[src/lpm_pkg.sv]
// lpm_pkg: shared constants and carrier types for the line port loop and monitor block
// assumes a single 250 MHz clock domain and per-channel command bits from the controller
package lpm_pkg;

   // channel count and frame figures
   localparam int          LPM_CHANNELS      = 8;      // channels per port
   localparam int          LPM_MF_FRAMES     = 20;     // line frames per multiframe
   localparam int          LPM_MF_LINK       = 40;     // link frames per multiframe marker
   localparam int          LPM_FRAME_W       = 5;      // width of frame counter

   // reset timing
   localparam int          LPM_CLK_MHZ       = 250;    // clock rate in MHz
   localparam int          LPM_RST_MIN_NS    = 1000;   // least reset pulse, ns
   localparam int          LPM_RST_MIN_CYC   = (LPM_RST_MIN_NS * LPM_CLK_MHZ + 999) / 1000;

   // version answer, value arbitrary
   localparam logic [7:0]  LPM_VERSION       = 8'h21;

   // channel line modes
   typedef enum logic [1:0] {
      LPM_MODE_TRUNK    = 2'h0,
      LPM_MODE_TERM     = 2'h1,
      LPM_MODE_TWO_WIRE = 2'h2
   } lpm_mode_t;

   // per-channel command bits from the controller
   typedef struct packed {
      lpm_mode_t mode;          // line mode of the channel
      logic      loop_bit;      // close analog loop
      logic      external_loop_bit; // external analog loop
      logic      line_out_en;   // transparent output onto line
   } lpm_chan_cmd_t;

   // per-channel analog loop controls
   typedef struct packed {
      logic loop_transp;        // transparent loop, forward path on
      logic loop_block;         // loop with forward path blocked
      logic loop_ext;           // external transparent loop
      logic line_drive;         // drive line output
   } lpm_loop_ctl_t;

   // default loop control after reset
   localparam lpm_loop_ctl_t LPM_LOOP_RST = '0;

endpackage : lpm_pkg

[src/lpm_cv_chan.sv]
// lpm_cv_chan: per-channel code violation check over one multiframe
// assumes violation pulses and frame-bit qualifier come from the line receiver, same clock
`timescale 1ns/1ns
module lpm_cv_chan (
   // clock and reset
   input  wire logic clk,
   input  wire logic rst,
   // line events
   input  wire logic two_wire,    // channel in two-wire mode
   input  wire logic viol,        // code violation seen, one-cycle pulse
   input  wire logic frame_pos,   // violation at framing or multiframe bit position
   input  wire logic mf_end,      // multiframe boundary pulse
   // status
   output logic      code_violation_flag
);
   import lpm_pkg::*;

   logic seen_q;                  // violation collected in current multiframe
   logic flag_q;                  // reported flag for the last multiframe
   logic hit;                     // qualified violation

   // framing positions are exempt only on two-wire lines
   assign hit = viol && !(two_wire && frame_pos);

   // collect violations; a hit on the boundary starts the next interval
   always_ff @(posedge clk or posedge rst) begin
      if (rst) begin
         seen_q <= 1'b0;
      end else if (mf_end) begin
         seen_q <= hit;
      end else if (hit) begin
         seen_q <= 1'b1;
      end
   end

   // evaluate once per multiframe, hold for a whole interval
   always_ff @(posedge clk or posedge rst) begin
      if (rst) begin
         flag_q <= 1'b0;
      end else if (mf_end) begin
         flag_q <= seen_q;
      end
   end

   assign code_violation_flag = flag_q;

endmodule : lpm_cv_chan

[src/lpm_line_port.sv]
// lpm_line_port: loop control, version answer and code violation monitor of a line port
// assumes controller command bits are synchronous to clk; line pins are synchronised here
`timescale 1ns/1ns

// Summary of operation
// hold reset at least one microsecond
// reset from processor or delayed reset
// controller follows fixed initialization order
// version value returned through command register
// three analog loops without external parts
// loop commands only through trunk side
// controller sets loop and external bits
// transparent output when line enable set
// external loop follows external loop bit
// two-wire loop needs line enable set
// report violations, two-wire framing bits exempt
// check once per twenty-frame multiframe
// controller marks multiframe every fortieth frame
// flag held per channel one interval
module lpm_line_port #(
   parameter int CHANNELS = lpm_pkg::LPM_CHANNELS,
   parameter int MF_FRAMES = lpm_pkg::LPM_MF_FRAMES
) (
   // clock and reset
   input  wire logic                         clk,
   input  wire logic                         rst,
   // controller command side
   input  wire lpm_pkg::lpm_chan_cmd_t       chan_cmd [CHANNELS],
   input  wire logic                         trunk_loop_req [CHANNELS],
   input  wire logic                         trunk_loop_transp [CHANNELS],
   input  wire logic                         version_rd,
   input  wire logic                         multiframe_sync_marker,
   // line receiver side, asynchronous pins
   input  wire logic                         line_frame_tick,
   input  wire logic [CHANNELS-1:0]          line_viol,
   input  wire logic [CHANNELS-1:0]          line_frame_pos,
   // analog loop controls
   output lpm_pkg::lpm_loop_ctl_t            loop_ctl [CHANNELS],
   // status to controller
   output logic [7:0]                        device_command_register,
   output logic                              version_valid,
   output logic [CHANNELS-1:0]               code_violation_flag,
   output logic                              reset_done
);
   import lpm_pkg::*;

   // reset counter width, just enough to reach the least reset count
   localparam int       RST_CNT_W = $clog2(LPM_RST_MIN_CYC + 1);

   // synchroniser stages for line pins
   logic                tick_s1_q;            // frame tick, first flop
   logic                tick_s2_q;            // frame tick, second flop
   logic                tick_s3_q;            // frame tick, edge history
   logic [CHANNELS-1:0] viol_s1_q;            // violation pins, first flop
   logic [CHANNELS-1:0] viol_s2_q;            // violation pins, second flop
   logic [CHANNELS-1:0] viol_s3_q;            // violation pins, edge history
   logic [CHANNELS-1:0] fpos_s1_q;            // framing position, first flop
   logic [CHANNELS-1:0] fpos_s2_q;            // framing position, second flop
   logic                frame_pulse;          // one line frame elapsed
   logic [CHANNELS-1:0] viol_pulse;           // rising edge of violation pin
   logic [LPM_FRAME_W-1:0] frame_cnt_q;      // frames inside multiframe
   logic                mf_end;               // multiframe boundary
   logic [RST_CNT_W-1:0] rst_cnt_q;           // cycles since reset release
   logic                rdone_q;              // reset length reached
   logic [7:0]          ver_q;                // version answer register
   logic                ver_v_q;              // version answer valid

   // frame tick pin: two flops, then one stage that only feeds the edge detector
   always_ff @(posedge clk or posedge rst) begin
      if (rst) begin
         tick_s1_q <= 1'b0;
         tick_s2_q <= 1'b0;
         tick_s3_q <= 1'b0;
      end else begin
         tick_s1_q <= line_frame_tick;
         tick_s2_q <= tick_s1_q;
         tick_s3_q <= tick_s2_q;
      end
   end

   // violation pins: two flops, then one stage that only feeds the edge detector
   always_ff @(posedge clk or posedge rst) begin
      if (rst) begin
         viol_s1_q <= '0;
         viol_s2_q <= '0;
         viol_s3_q <= '0;
      end else begin
         viol_s1_q <= line_viol;
         viol_s2_q <= viol_s1_q;
         viol_s3_q <= viol_s2_q;
      end
   end

   // framing position level: two flops, aligned with the violation pulse
   always_ff @(posedge clk or posedge rst) begin
      if (rst) begin
         fpos_s1_q <= '0;
         fpos_s2_q <= '0;
      end else begin
         fpos_s1_q <= line_frame_pos;
         fpos_s2_q <= fpos_s1_q;
      end
   end

   // one-cycle pulses on rising edges of the synchronised pins
   assign frame_pulse = tick_s2_q & ~tick_s3_q;
   assign viol_pulse  = viol_s2_q & ~viol_s3_q;

   // multiframe counter, realigned by the controller marker
   always_ff @(posedge clk or posedge rst) begin
      if (rst) begin
         frame_cnt_q <= '0;
      end else if (multiframe_sync_marker) begin
         frame_cnt_q <= '0;
      end else if (frame_pulse) begin
         if (frame_cnt_q == LPM_FRAME_W'(MF_FRAMES - 1)) begin
            frame_cnt_q <= '0;
         end else begin
            frame_cnt_q <= frame_cnt_q + 1'b1;
         end
      end
   end

   // boundary on the last frame, or on a marker that finds the count out of step;
   // a marker just after a regular boundary only realigns, so that the
   // reporting interval is not cut short by a second boundary
   assign mf_end = (multiframe_sync_marker && frame_cnt_q != '0) ||
                   (frame_pulse && frame_cnt_q == LPM_FRAME_W'(MF_FRAMES - 1));

   // reset-length counter: counts clean cycles after release, then stops
   always_ff @(posedge clk or posedge rst) begin
      if (rst) begin
         rst_cnt_q <= '0;
      end else if (rst_cnt_q != RST_CNT_W'(LPM_RST_MIN_CYC)) begin
         rst_cnt_q <= rst_cnt_q + 1'b1;
      end
   end

   // reset-length status flop, set on the edge at which the count completes
   always_ff @(posedge clk or posedge rst) begin
      if (rst) begin
         rdone_q <= 1'b0;
      end else if (rst_cnt_q == RST_CNT_W'(LPM_RST_MIN_CYC - 1)) begin
         rdone_q <= 1'b1;
      end
   end

   assign reset_done = rdone_q;

   // version data: loaded on each read request, kept otherwise
   always_ff @(posedge clk or posedge rst) begin
      if (rst) begin
         ver_q <= 8'h00;
      end else if (version_rd) begin
         ver_q <= LPM_VERSION;
      end
   end

   // answer valid: stands one cycle for each request cycle
   always_ff @(posedge clk or posedge rst) begin
      if (rst) begin
         ver_v_q <= 1'b0;
      end else begin
         ver_v_q <= version_rd;
      end
   end

   assign device_command_register = ver_q;
   assign version_valid           = ver_v_q;

   // per-channel loop decode and violation checker
   for (genvar c = 0; c < CHANNELS; c++) begin : g_chan
      lpm_loop_ctl_t ctl_q;       // registered loop controls
      lpm_loop_ctl_t ctl_d;       // next loop controls
      logic          two_wire;    // channel in two-wire mode

      assign two_wire = (chan_cmd[c].mode == LPM_MODE_TWO_WIRE);

      // trunk side loops come from its own state machine; others from bits
      always_comb begin
         ctl_d = LPM_LOOP_RST;
         case (chan_cmd[c].mode)
            LPM_MODE_TRUNK: begin
               ctl_d.loop_transp = trunk_loop_req[c] && trunk_loop_transp[c];
               ctl_d.loop_block  = trunk_loop_req[c] && !trunk_loop_transp[c];
               ctl_d.line_drive  = 1'b1;
            end
            LPM_MODE_TERM, LPM_MODE_TWO_WIRE: begin
               // loop bit closes loop, in two-wire mode only with line enable set; line enable decides transparency
               ctl_d.loop_transp = chan_cmd[c].loop_bit && chan_cmd[c].line_out_en;
               ctl_d.loop_block  = chan_cmd[c].loop_bit && !chan_cmd[c].line_out_en &&
                                   !two_wire;
               ctl_d.line_drive  = !chan_cmd[c].loop_bit || chan_cmd[c].line_out_en;
            end
            default: begin
               ctl_d = LPM_LOOP_RST;
            end
         endcase
         ctl_d.loop_ext = chan_cmd[c].external_loop_bit;
      end

      // registered loop controls
      always_ff @(posedge clk or posedge rst) begin
         if (rst) begin
            ctl_q <= LPM_LOOP_RST;
         end else begin
            ctl_q <= ctl_d;
         end
      end

      assign loop_ctl[c] = ctl_q;

      // violation check for this channel
      lpm_cv_chan u_cv (
         .clk                 (clk),
         .rst                 (rst),
         .two_wire            (two_wire),
         .viol                (viol_pulse[c]),
         .frame_pos           (fpos_s2_q[c]),
         .mf_end              (mf_end),
         .code_violation_flag (code_violation_flag[c])
      );
   end

endmodule : lpm_line_port

[config.mk]
export PLATFORM = sky130hd
export DESIGN_NAME = lpm_line_port
export DESIGN_NICKNAME = d
export VERILOG_FILES = /design/src/lpm_pkg.sv /design/src/lpm_cv_chan.sv /design/src/lpm_line_port.sv
export SDC_FILE = /design/constraint.sdc
export NUM_CORES = 1
export LEC_CHECK = 0
export ABC_CLOCK_PERIOD_IN_PS = 7360
export BUFFER_PORTS_ARGS = -buffer_cell sky130_fd_sc_hd__buf_4
export CAP_MARGIN = 30
export CORE_MARGIN = 3
export CORE_UTILIZATION = 55
export DETAILED_ROUTE_END_ITERATION = 8
export PLACE_DENSITY = 0.94
export SKIP_CTS_REPAIR_TIMING = 1
export SLEW_MARGIN = 15
export SYNTH_ARGS = -nofsm -noshare
export SYNTH_HDL_FRONTEND = slang
export SYNTH_SLANG_ARGS = --single-unit
[constraint.sdc]
create_clock -name clk -period 7.36 [get_ports clk]
set_input_delay 0.736 -clock clk [delete_from_list [all_inputs] [get_ports clk]]
set_output_delay 0.736 -clock clk [all_outputs]
set_load 0.02 [all_outputs]
## Word level (Yosys, flattened, before mapping)

Index checks and enable logic that the tools add are counted.

- Bits in registers: 107
- Bits of input ports: 77

- Mux-type cells: 35
- Reduce and logical (&&, ||, !) cells: 133
- Eq/ne operators: 19
- Bitwise logic cells: 4
- $add $sub $neg: 2

Operator list:

| cell | count |
|---|---|
| 1-bit logical AND | 58 |
| 1-bit zero test | 40 |
| 2-bit case mux with 2 select lines | 8 |
| 2-bit nonzero test | 9 |
| 2-bit by 1-bit == test with 1-bit output, second input constant | 8 |
| 2-bit == test, second input constant | 8 |
| 2-bit zero test | 8 |
| 1-bit two-way mux | 16 |
| 1-bit case mux with 2 select lines | 8 |
| 2-bit OR reduction | 8 |
| 5-bit two-way mux | 3 |
| 1-bit logical OR | 9 |
| 8-bit by 1-bit adder with 8-bit output, second input constant | 1 |
| 8-bit AND | 1 |
| 8-bit == test, second input constant | 1 |
| 8-bit != test, second input constant | 1 |
| 8-bit inverter | 1 |
| 5-bit by 1-bit adder with 5-bit output, second input constant | 1 |
| 5-bit == test, second input constant | 1 |
| 5-bit nonzero test | 1 |
| 1-bit AND | 1 |
| 1-bit inverter | 1 |

## Depth between registers and ports, before layout

Gate-level depths: netlist of run 1.

- Word-level depth: 6
- Gate-level depth with buffers: 6

## Hierarchy

From an unflattened synthesis of run 1, not the netlist that was laid out.

- Cell total of the unflattened synthesis: 337
- Area total of the unflattened synthesis: 4205.3 µm²

Modules (own cells, without submodules):

| module | area each (µm²) | instances | cells each |
|---|---|---|---|
| lpm_line_port | 3524.6 | 1 | 281 |
| lpm_cv_chan | 85.1 | 8 | 7 |

## Worst setup path before layout of run 1

OpenSTA, ideal clock, no wires.

- Path type: register to register
- From: register frame_cnt_q[0]
- To: register g_chan[0].u_cv.flag_q
- Path buffers: 1
- Stages on the path, launching flop included: 7
- Data arrival time: 1.720 ns
- Setup slack: 5.515 ns
- Path through: dfrtp_1 > inv_1 > ha_1 > or4b_4 > a22oi_4 > buf_8 > mux2_4

- Cells in the longest elaborated chain, start to end: 3
- Elaborated cells between the ends (all ways): 5
- Those cells by class: 1 x eq/ne; 4 x reduce/logical

RTL lines:

| item | line | RTL |
|---|---|---|
| start: declaration | lpm_line_port.sv:61 | `logic [LPM_FRAME_W-1:0] frame_cnt_q;` |
| start signal: assignment | lpm_line_port.sv:119 | `frame_cnt_q <= frame_cnt_q + 1'b1;` |
| 5-bit == test / 5-bit nonzero test (equally long branches) | lpm_line_port.sv:128, lpm_line_port.sv:127 |  |
| 1-bit logical AND (on tied branches) | lpm_line_port.sv:128, lpm_line_port.sv:127 |  |
| 1-bit logical OR (*) | lpm_line_port.sv:127 | `assign mf_end = (multiframe_sync_marker && frame_cnt_q != '0) \|\|` |
| end signal: assignment | lpm_cv_chan.sv:41 | `flag_q <= seen_q;` |
| end: declaration | lpm_cv_chan.sv:19 | `logic flag_q;` |

Every way passes the cells marked *; elsewhere a longest branch is shown, timed or not.
A chain may end at the register's enable or synchronous reset.

## Worst setup path after layout of run 1

- From: register frame_cnt_q[0]
- To: register g_chan[4].u_cv.flag_q

- Cells in the longest elaborated chain, start to end: 3
- Elaborated cells between the ends (all ways): 5
- Those cells by class: 1 x eq/ne; 4 x reduce/logical

RTL lines:

| item | line |
|---|---|
| 5-bit == test / 5-bit nonzero test (equally long branches) | lpm_line_port.sv:128, lpm_line_port.sv:127 |
| 1-bit logical AND (on tied branches) | lpm_line_port.sv:128, lpm_line_port.sv:127 |
| 1-bit logical OR (*) | lpm_line_port.sv:127 |
| end signal: assignment | lpm_cv_chan.sv:41 |
| end: declaration | lpm_cv_chan.sv:19 |

Marks and branches as above.

==> impl_metrics.ini, run 1 <==
[status]
status = complete, no violations

[timing]
fin_hold_ws_ns = 0.357
hold_violations = 0
fin_crit_sh = 0.282
slew_headroom = 0.570
fmax_mhz = 481
final_max_slew_viol_count = 0
fin_crit_ns = 2.08
setup_tns_ns = 0
rsz0062_at_grt = no
tightest_slew_ns = 0.645
clock_skew_ns = 0.0109
setup_violations = 0

[layout]
diodes = 0
syn2layout_area_growth_pct = 26.9
drive_gt1_frac = 0.333
final_cell_mix = buf_4 (121), dfrtp_1 (107), ha_1 (29)
fin_nets = 558
final_common_cell = buf_4

[global_route]
grt_max_degree = 55
antenna_found_initial = 0
grt_use_total = 0.190
grt_pass1_wl_um = 12800
grt_pass1_vias = 2837
grt_remaining_overflow = 0

[route]
wirelength_um = 7920
drc = 0
antenna_left = 0
initialDrtViolationCount = 78
dr.pass1.iters = 4
avgViaCountPerCell = 5.00
via_count = 2779
detail_route.wl_per_cell_um = 14.2

[setup_path]
startpoint = frame_cnt_q[0]$_DFFE_PP0P_
r2r-end = g_chan[4].u_cv.code_violation_flag$_DFFE_PP0P_
critPathCaptureType = flip-flop
r2r-start = frame_cnt_q[0]$_DFFE_PP0P_
crit_path_start_kind = flip-flop
critical_path_class = flip-flop to flip-flop
cp_max_fo = 16
cp-endpoint = g_chan[4].u_cv.code_violation_flag$_DFFE_PP0P_
ff2ff_setup_slack_ns = 5.28
worstPathArrival_ns = 2.33
required_ns = 7.61
reg2reg_depth = 5

[clock_tree]
clock-sinks = 107
htreeDepth = 3
clk_pin_slew_ns = 0.10
clock_latency_ns = 0.37
cts_root_buf = clkbuf_8
cts_made_buffers = 9
cts_buffer_depth = 2
cts_tree = yes

[worst_hold_path]
hp-class = flip-flop to flip-flop
hp-start = viol_s1_q[7]$_DFF_PP0_

[place]
gp_congestion = 0.798
port-buffer-count = 120
place_hpwl_um = 5920

[floorplan]
num_rows = 31
floorplan.initialDensity = 0.575
die_y_um = 93.6
core-area_sq_mm = 0.00733
io_pins = 127
die_x_um = 93.6
die_area_sq_mm = 0.00875

[synthesis]
synth_cell_types = 33
ys_async_sr_fraction = 1.00
synthTopCellsByArea = dfrtp_1 (64%), ha_1 (8.6%), buf_4 (2.7%), inv_1 (2.6%), nand2_1 (2.5%)
ys_seq_area_frac = 0.635
synth_edf_count = 0
ys_ff_latch = 107
syn_area_per_cell_sq_um = 12.7
synth_flop_cell = dfrtp_1
synthDominantCellAreaShare = 0.635
postSynthCellCount = 331
ys_warn_count = 0
syn-cell-area_sq_mm = 0.00422
synth.largest_area_cell = dfrtp_1

[flow_run]
maxCapViolations = 0

[power]
power.leakage_uw = 0.00267
peakVddDrop_mv = 0.149
p_per_area_mw_per_mm2 = 236
[how the worst min path moves through the flow]
stage                     cells after the start                      to
after floorplan                               0  fpos_s2_q[0]$_DFF_PP0_
after global placement                        0  fpos_s2_q[5]$_DFF_PP0_
after detailed placement                      0  viol_s2_q[1]$_DFF_PP0_
after CTS                                     0  viol_s2_q[7]$_DFF_PP0_
after global routing                          0  fpos_s2_q[0]$_DFF_PP0_
final                                         0  viol_s2_q[7]$_DFF_PP0_
[critical path: stages, from the launching register on]
cell	delay (ns)
dfrtp_1	0.43
inv_1	0.07
ha_1	0.13
or4b_4	0.47
a22oi_4	0.46
mux2_2	0.40
[flip-flops by register name, summed over array words and instances (netlist names)]
signal                           count
viol_s2_q                            8
viol_s3_q                            8
reset_done                           1
version_valid                        1
tick_s1_q                            1
frame_cnt_q                          5
device_command_register              1
tick_s3_q                            1
g_chan.u_cv.code_violation_flag      8
g_chan.u_cv.seen_q                   8
tick_s2_q                            1
viol_s1_q                            8
rst_cnt_q                            8
fpos_s2_q                            8
fpos_s1_q                            8
loop_ctl                            32
[cell type report]
class	count	area [sq um]
clock buffer	9	124
clock inverter	7	82.6
fill	500	1980
inverter	29	111
multi-input combinational	184	1320
sequential	107	2680
tap	99	124
timing repair buffer	121	908
[routing by layer]
layer | share of wire | GRT usage | vias to the layer above | routed length, um
met5 | 0 | 0 | - | 0
met3 | 0.071 | 0.0579 | 22 | 565
li1 | - | - | 1323 | -
met2 | 0.51 | 0.321 | 103 | 4080
met4 | 0.031 | 0.0806 | 0 | 245
met1 | 0.38 | 0.225 | 1331 | 3030
[cells in the mapped netlist, types with 2 or more instances]
master / instances
a21oi_1: 20
a32o_1: 8
buf_4: 15
dfrtp_1: 107
ha_1: 29
inv_1: 29
mux2_2: 6
mux2_4: 2
nand2_1: 28
nand2b_1: 9
nand3_1: 20
nand3b_1: 3
nor2_1: 21
nor2b_1: 2
o32a_1: 8
xnor2_1: 6
xor2_1: 2
[stage by stage]
step,util,setup WS (ns),std cells,total power (uW),cell area (sq um)
3_3_place_gp,0.701,5.34,540,896,5140
3_5_place_dp,0.701,5.29,540,909,5140
2_1_floorplan,-,3.81,336,824,4240
4_1_cts,0.730,5.28,556,1270,5350
6_report,0.730,5.28,556,1260,5350
5_1_grt,0.730,5.20,556,1320,5350
[power breakdown]
group | switching [uW] | internal (uW)
Sequential | 25.9 | 642
Clock | 206 | 163
Combinational | 116 | 111
Total | 348 | 916
[cells by family after synthesis]
group | Yosys count | synth area share
flops | 107 | 0.635
simple gates | 92 | 0.108
buf+inv | 45 | 0.0561
compound gates | 40 | 0.0718
fa+ha+maj | 29 | 0.0861
mux | 9 | 0.0255
xor+xnor | 8 | 0.0166
other cells | 1 | 0.000889
(Power assumes the default switching activity.)
==> run 2, diff against run 1 <==
--- a/config.mk
+++ b/config.mk
@@ -5,13 +5,13 @@
 export SDC_FILE = /design/constraint.sdc
 export NUM_CORES = 1
 export LEC_CHECK = 0
-export ABC_CLOCK_PERIOD_IN_PS = 7360
+export ABC_CLOCK_PERIOD_IN_PS = 1870
 export BUFFER_PORTS_ARGS = -buffer_cell sky130_fd_sc_hd__buf_4
 export CAP_MARGIN = 30
 export CORE_MARGIN = 3
-export CORE_UTILIZATION = 55
+export CORE_UTILIZATION = 46
 export DETAILED_ROUTE_END_ITERATION = 8
-export PLACE_DENSITY = 0.94
+export PLACE_DENSITY = 0.84
 export SKIP_CTS_REPAIR_TIMING = 1
 export SLEW_MARGIN = 15
 export SYNTH_ARGS = -nofsm -noshare
==> constraint.sdc (replaced) <==
create_clock -name clk -period 1.87 [get_ports clk]
set_input_delay 0.187 -clock clk [delete_from_list [all_inputs] [get_ports clk]]
set_output_delay 0.187 -clock clk [all_outputs]
set_load 0.02 [all_outputs]
==> run 2 against run 1 <==
Against the previous run: the run now ends with hold timing left; total power grew to 3.8 times the previous value; register-to-register slack got worse by 5.3 ns; cell count up 7.4%; maximum frequency up 12%; non-clock buffer count up 33; combinational power grew to 4.4 times the previous value; wire length up 4.6%; clock skew shrank 0.0035 ns; global-route usage decreased by 4.0 points; clock-buffer cell count up 2; first-iteration DRC count is 6.4% higher; sequential share of layout area fell by 2.9 points; critical path type unchanged; critical endpoint is now g_chan[5].u_cv.code_violation_flag$_DFFE_PP0P_; largest power group unchanged.
==> impl_metrics.ini, run 2 (synthesized netlist as in run 1, its figures left out) <==
[status]
status = finished, violations left
violations = hold timing

[setup_path]
crit_path_start_kind = flip-flop
reg2reg_depth = 6
critical_path_class = flip-flop to flip-flop
r2r-start = frame_cnt_q[0]$_DFFE_PP0P_
r2r-end = g_chan[5].u_cv.code_violation_flag$_DFFE_PP0P_
cp_max_fo = 15
startpoint = frame_cnt_q[0]$_DFFE_PP0P_
critPathCaptureType = flip-flop
required_ns = 2.11
worstPathArrival_ns = 2.09
cp-endpoint = g_chan[5].u_cv.code_violation_flag$_DFFE_PP0P_
ff2ff_setup_slack_ns = 0.02

[global_route]
grt_remaining_overflow = 0
grt_pass1_vias = 2817
grt_use_total = 0.150
antenna_found_initial = 0
grt_max_degree = 108
grt_pass1_wl_um = 12300

[route]
dr.pass1.iters = 4
detail_route.wl_per_cell_um = 13.9
initialDrtViolationCount = 83
drc = 0
antenna_left = 0
wirelength_um = 8290
via_count = 2916
avgViaCountPerCell = 4.88

[timing]
final_max_slew_viol_count = 0
setup_violations = 0
setup_tns_ns = 0
clock_skew_ns = 0.00733
rsz0062_at_grt = yes
slew_headroom = 0.643
fin_crit_ns = 1.85
tightest_slew_ns = 0.535
fmax_mhz = 539
setup_slack_ns = 0.0151
fin_hold_ws_ns = -0.0119
fin_crit_sh = 0.992
hold_violations = 19

[place]
pre_cts_slack_ns = 0.0207
place_hpwl_um = 5710
port-buffer-count = 120
gp_congestion = 0.778

[floorplan]
die_x_um = 102
floorplan.initialDensity = 0.479
num_rows = 34
die_area_sq_mm = 0.0104
die_y_um = 102
core-area_sq_mm = 0.00881
io_pins = 127

[clock_tree]
htreeDepth = 3
cts_made_buffers = 9
cts_buffer_depth = 2
clk_pin_slew_ns = 0.09
clock_latency_ns = 0.35
cts_tree = yes
cts_root_buf = clkbuf_8
clock-sinks = 107

[layout]
final_cell_mix = buf_4 (126), dfrtp_1 (107), ha_1 (29)
largest_reg_flops = 32
diodes = 0
fin_nets = 591
final_common_cell = buf_4
syn2layout_area_growth_pct = 34.6
drive_gt1_frac = 0.321

[power]
sw_frac_of_total = 0.269
power.leakage_uw = 0.00282
p_per_area_mw_per_mm2 = 857
power_frac_clock = 0.256
peakVddDrop_mv = 0.519
total_power_uw = 4860
p_switching_uw = 1310
p_int_uw = 3550
power_frac_seq = 0.540
comb_power_share = 0.203

[flow_run]
maxCapViolations = 0

[worst_hold_path]
hp-class = input port to asynchronous set/reset pin
==> run 2: area by class of cell <==
cell class | count | area (sq um)
Fill cell | 644 | 3130
Tap cell | 108 | 135
Multi-Input combinational cell | 184 | 1340
Timing Repair Buffer | 154 | 1250
Inverter | 29 | 113
Sequential cell | 107 | 2680
Clock inverter | 4 | 26.3
Clock buffer | 11 | 141
==> run 2: how the worst min path moves through the flow <==
stage,from,endpoint,slack (ns),cells after the start
finish,rst,loop_ctl[17]$_DFF_PP0_,-0.01,3
global route,rst,viol_s2_q[1]$_DFF_PP0_,0.03,3
CTS,line_viol[1],viol_s1_q[1]$_DFF_PP0_,-0.08,1
detailed placement,line_viol[1],viol_s1_q[1]$_DFF_PP0_,0.30,1
global placement,line_viol[3],viol_s1_q[3]$_DFF_PP0_,0.30,1
floorplan,line_frame_pos[0],fpos_s1_q[0]$_DFF_PP0_,0.22,0
==> run 2: power by group through the flow <==
stage | Combinational, uW | Sequential, uW | Clock [uW]
global route | 1070 | 2650 | 1380
floorplan | 541 | 2700 | 0
finish | 988 | 2630 | 1250
global placement | 891 | 2660 | 0
detailed placement | 921 | 2670 | 0
CTS | 922 | 2630 | 1280
==> run 2: routing by layer <==
metal | vias up | track usage | share of wire
li1 | 1393 | - | -
met5 | - | 0 | 0
met1 | 1402 | 0.179 | 0.40
met3 | 8 | 0.0585 | 0.081
met4 | 0 | 0.0409 | 0.0087
met2 | 113 | 0.254 | 0.51
==> run 2: metrics by stage <==
step	std cells	util	instance area [sq um]
3_5_place_dp	553	0.592	5210
2_1_floorplan	336	-	4240
5_1_grt	597	0.645	5680
3_3_place_gp	553	0.592	5210
6_report	597	0.645	5680
4_1_cts	568	0.611	5380
==> run 2: critical path, stage by stage, from the launching register on <==
cell and delay [ns]:
dfrtp_1 0.41, inv_1 0.06, ha_1 0.13, or4b_4 0.47, a22oi_4 0.16, buf_12 0.17
mux2_2 0.34
==> run 3, diff against run 2 <==
--- a/config.mk
+++ b/config.mk
@@ -12,6 +12,7 @@
 export CORE_UTILIZATION = 46
 export DETAILED_ROUTE_END_ITERATION = 8
 export PLACE_DENSITY = 0.84
+export REMOVE_ABC_BUFFERS = 1
 export SKIP_CTS_REPAIR_TIMING = 1
 export SLEW_MARGIN = 15
 export SYNTH_ARGS = -nofsm -noshare
==> run 3 against run 2 <==
Against the previous run: the flow now finishes without violations; sequential share of layout area fell by 0.43 points; total power rose by 1.8%; via count rose by 0.96%; sequential power barely moved; critical path depth did not move; combinational power barely moved; cell count rose by 0.50%; utilization rose by 0.60 points; die area did not move; flip-flop and latch count did not move; first-iteration DRC count fell by 6.0%; hold slack improved by 0.047 ns; critical path type unchanged; largest power group unchanged.
==> impl_metrics.ini, run 3 (synthesized netlist as in run 1, its figures left out) <==
[status]
status = complete, no violations

[timing]
final_max_slew_viol_count = 0
hold_violations = 0
setup_tns_ns = 0
setup_slack_ns = 0.00834
rsz0062_at_grt = yes
setup_violations = 0
clock_skew_ns = 0.00489
fin_crit_ns = 1.86
fin_crit_sh = 0.996
fmax_mhz = 537

[layout]
fin_nets = 593
final_common_cell = buf_4
finalCoreUtilization = 0.650
final_cell_mix = buf_4 (125), dfrtp_1 (107), ha_1 (29)
fill_cells = 646
syn2layout_area_growth_pct = 35.8
diodes = 0
largest_reg_flops = 32
design_area_sq_mm = 0.00573
multi_input_area_sq_mm = 0.00134
drive_gt1_frac = 0.327
seq_area_sq_mm = 0.00268

[setup_path]
worstPathArrival_ns = 2.12
crit_path_start_kind = flip-flop
critPathCaptureType = flip-flop
cp_max_fo = 8
required_ns = 2.13
critical_path_class = flip-flop to flip-flop
ff2ff_setup_slack_ns = 0.008

[place]
pre_cts_slack_ns = -0.000366
placement.cell_area_sq_mm = 0.00524
gp_congestion = 0.721
port-buffer-count = 120
place_hpwl_um = 6450

[floorplan]
core-area_sq_mm = 0.00881
floorplan.initialDensity = 0.479
die_x_um = 102
num_rows = 34
die_area_sq_mm = 0.0104
die_y_um = 102
io_pins = 127

[route]
top_layer = met5
avgViaCountPerCell = 4.91
wl_met3_um = 500
dr.pass1.iters = 7
detail_route.wl_per_cell_um = 14.3
initialDrtViolationCount = 78
wirelength_um = 8560
m1WireLength_um = 3180
wl_met2_um = 4710
drc = 0
via_count = 2944
antenna_left = 0

[global_route]
grt_pass1_wl_um = 13400
grt_max_degree = 38
grt_pass1_vias = 2977
antenna_found_initial = 1
grt_use_total = 0.168
grt_remaining_overflow = 0

[clock_tree]
clk_pin_slew_ns = 0.09
cts_root_buf = clkbuf_8
htreeDepth = 3
cts_made_buffers = 9
clock-sinks = 107
cts_tree = yes
clock_latency_ns = 0.37
cts_buffer_depth = 2

[power]
power_frac_clock = 0.267
power_frac_seq = 0.531
p_int_uw = 3610
p_switching_uw = 1340
power.leakage_uw = 0.00285
sw_frac_of_total = 0.270
comb_power_share = 0.203
p_per_area_mw_per_mm2 = 864
peakVddDrop_mv = 0.532

[worst_hold_path]
hp-class = input port to flip-flop

[flow_run]
maxCapViolations = 0
run 3: worst paths after layout:
path	start	to	cells past startpoint
worst max-delay path	frame_cnt_q[0]$_DFFE_PP0P_	g_chan[6].u_cv.code_violation_flag$_DFFE_PP0P_	6
worst min-delay path	multiframe_sync_marker	frame_cnt_q[4]$_DFFE_PP0P_	2
worst max register to register	frame_cnt_q[0]$_DFFE_PP0P_	g_chan[6].u_cv.code_violation_flag$_DFFE_PP0P_	6
worst min register to register	viol_s1_q[2]$_DFF_PP0_	viol_s2_q[2]$_DFF_PP0_	0
max in group asynchronous	rst	g_chan[7].u_cv.code_violation_flag$_DFFE_PP0P_	4
min in group asynchronous	rst	viol_s1_q[5]$_DFF_PP0_	3
run 3: metal layers:
metal  up-vias  global-route usage
li1       1399                   -
met1      1443               0.188
met2        82               0.285
met3        18              0.0661
met4         2              0.0726
met5         -                   0
run 3: worst max-delay path: stages (launching register included):
cell	delay, ns
dfrtp_1	0.39
inv_1	0.07
ha_1	0.14
or4b_4	0.48
a22oi_4	0.19
buf_6	0.17
mux2_4	0.31
run 3: final cells by class:
class | instances | share of cell area
Sequential cell | 107 | 0.467
Multi-Input combinational cell | 184 | 0.235
Timing Repair Buffer | 156 | 0.222
Clock buffer | 11 | 0.0264
Tap cell | 108 | 0.0236
Inverter | 29 | 0.0194
Clock inverter | 5 | 0.00655
run 3: stage by stage:
stage | std cells | power [uW] | hold WS [ns]
5_1_grt | 600 | 5200 | 0.0251
6_report | 600 | 4950 | 0.0350
3_3_place_gp | 557 | 3550 | 0.238
2_1_floorplan | 320 | 3110 | 0.218
3_5_place_dp | 557 | 3600 | 0.245
4_1_cts | 573 | 4910 | -0.166
run 3: power by group through the flow:
stage          Sequential, uW  Combinational (uW)  Clock (uW)
2_1_floorplan            2820                 295           0
3_3_place_gp             2660                 895           0
3_5_place_dp             2670                 929           0
4_1_cts                  2620                 931        1360
5_1_grt                  2650                1090        1460
6_report                 2620                1000        1320
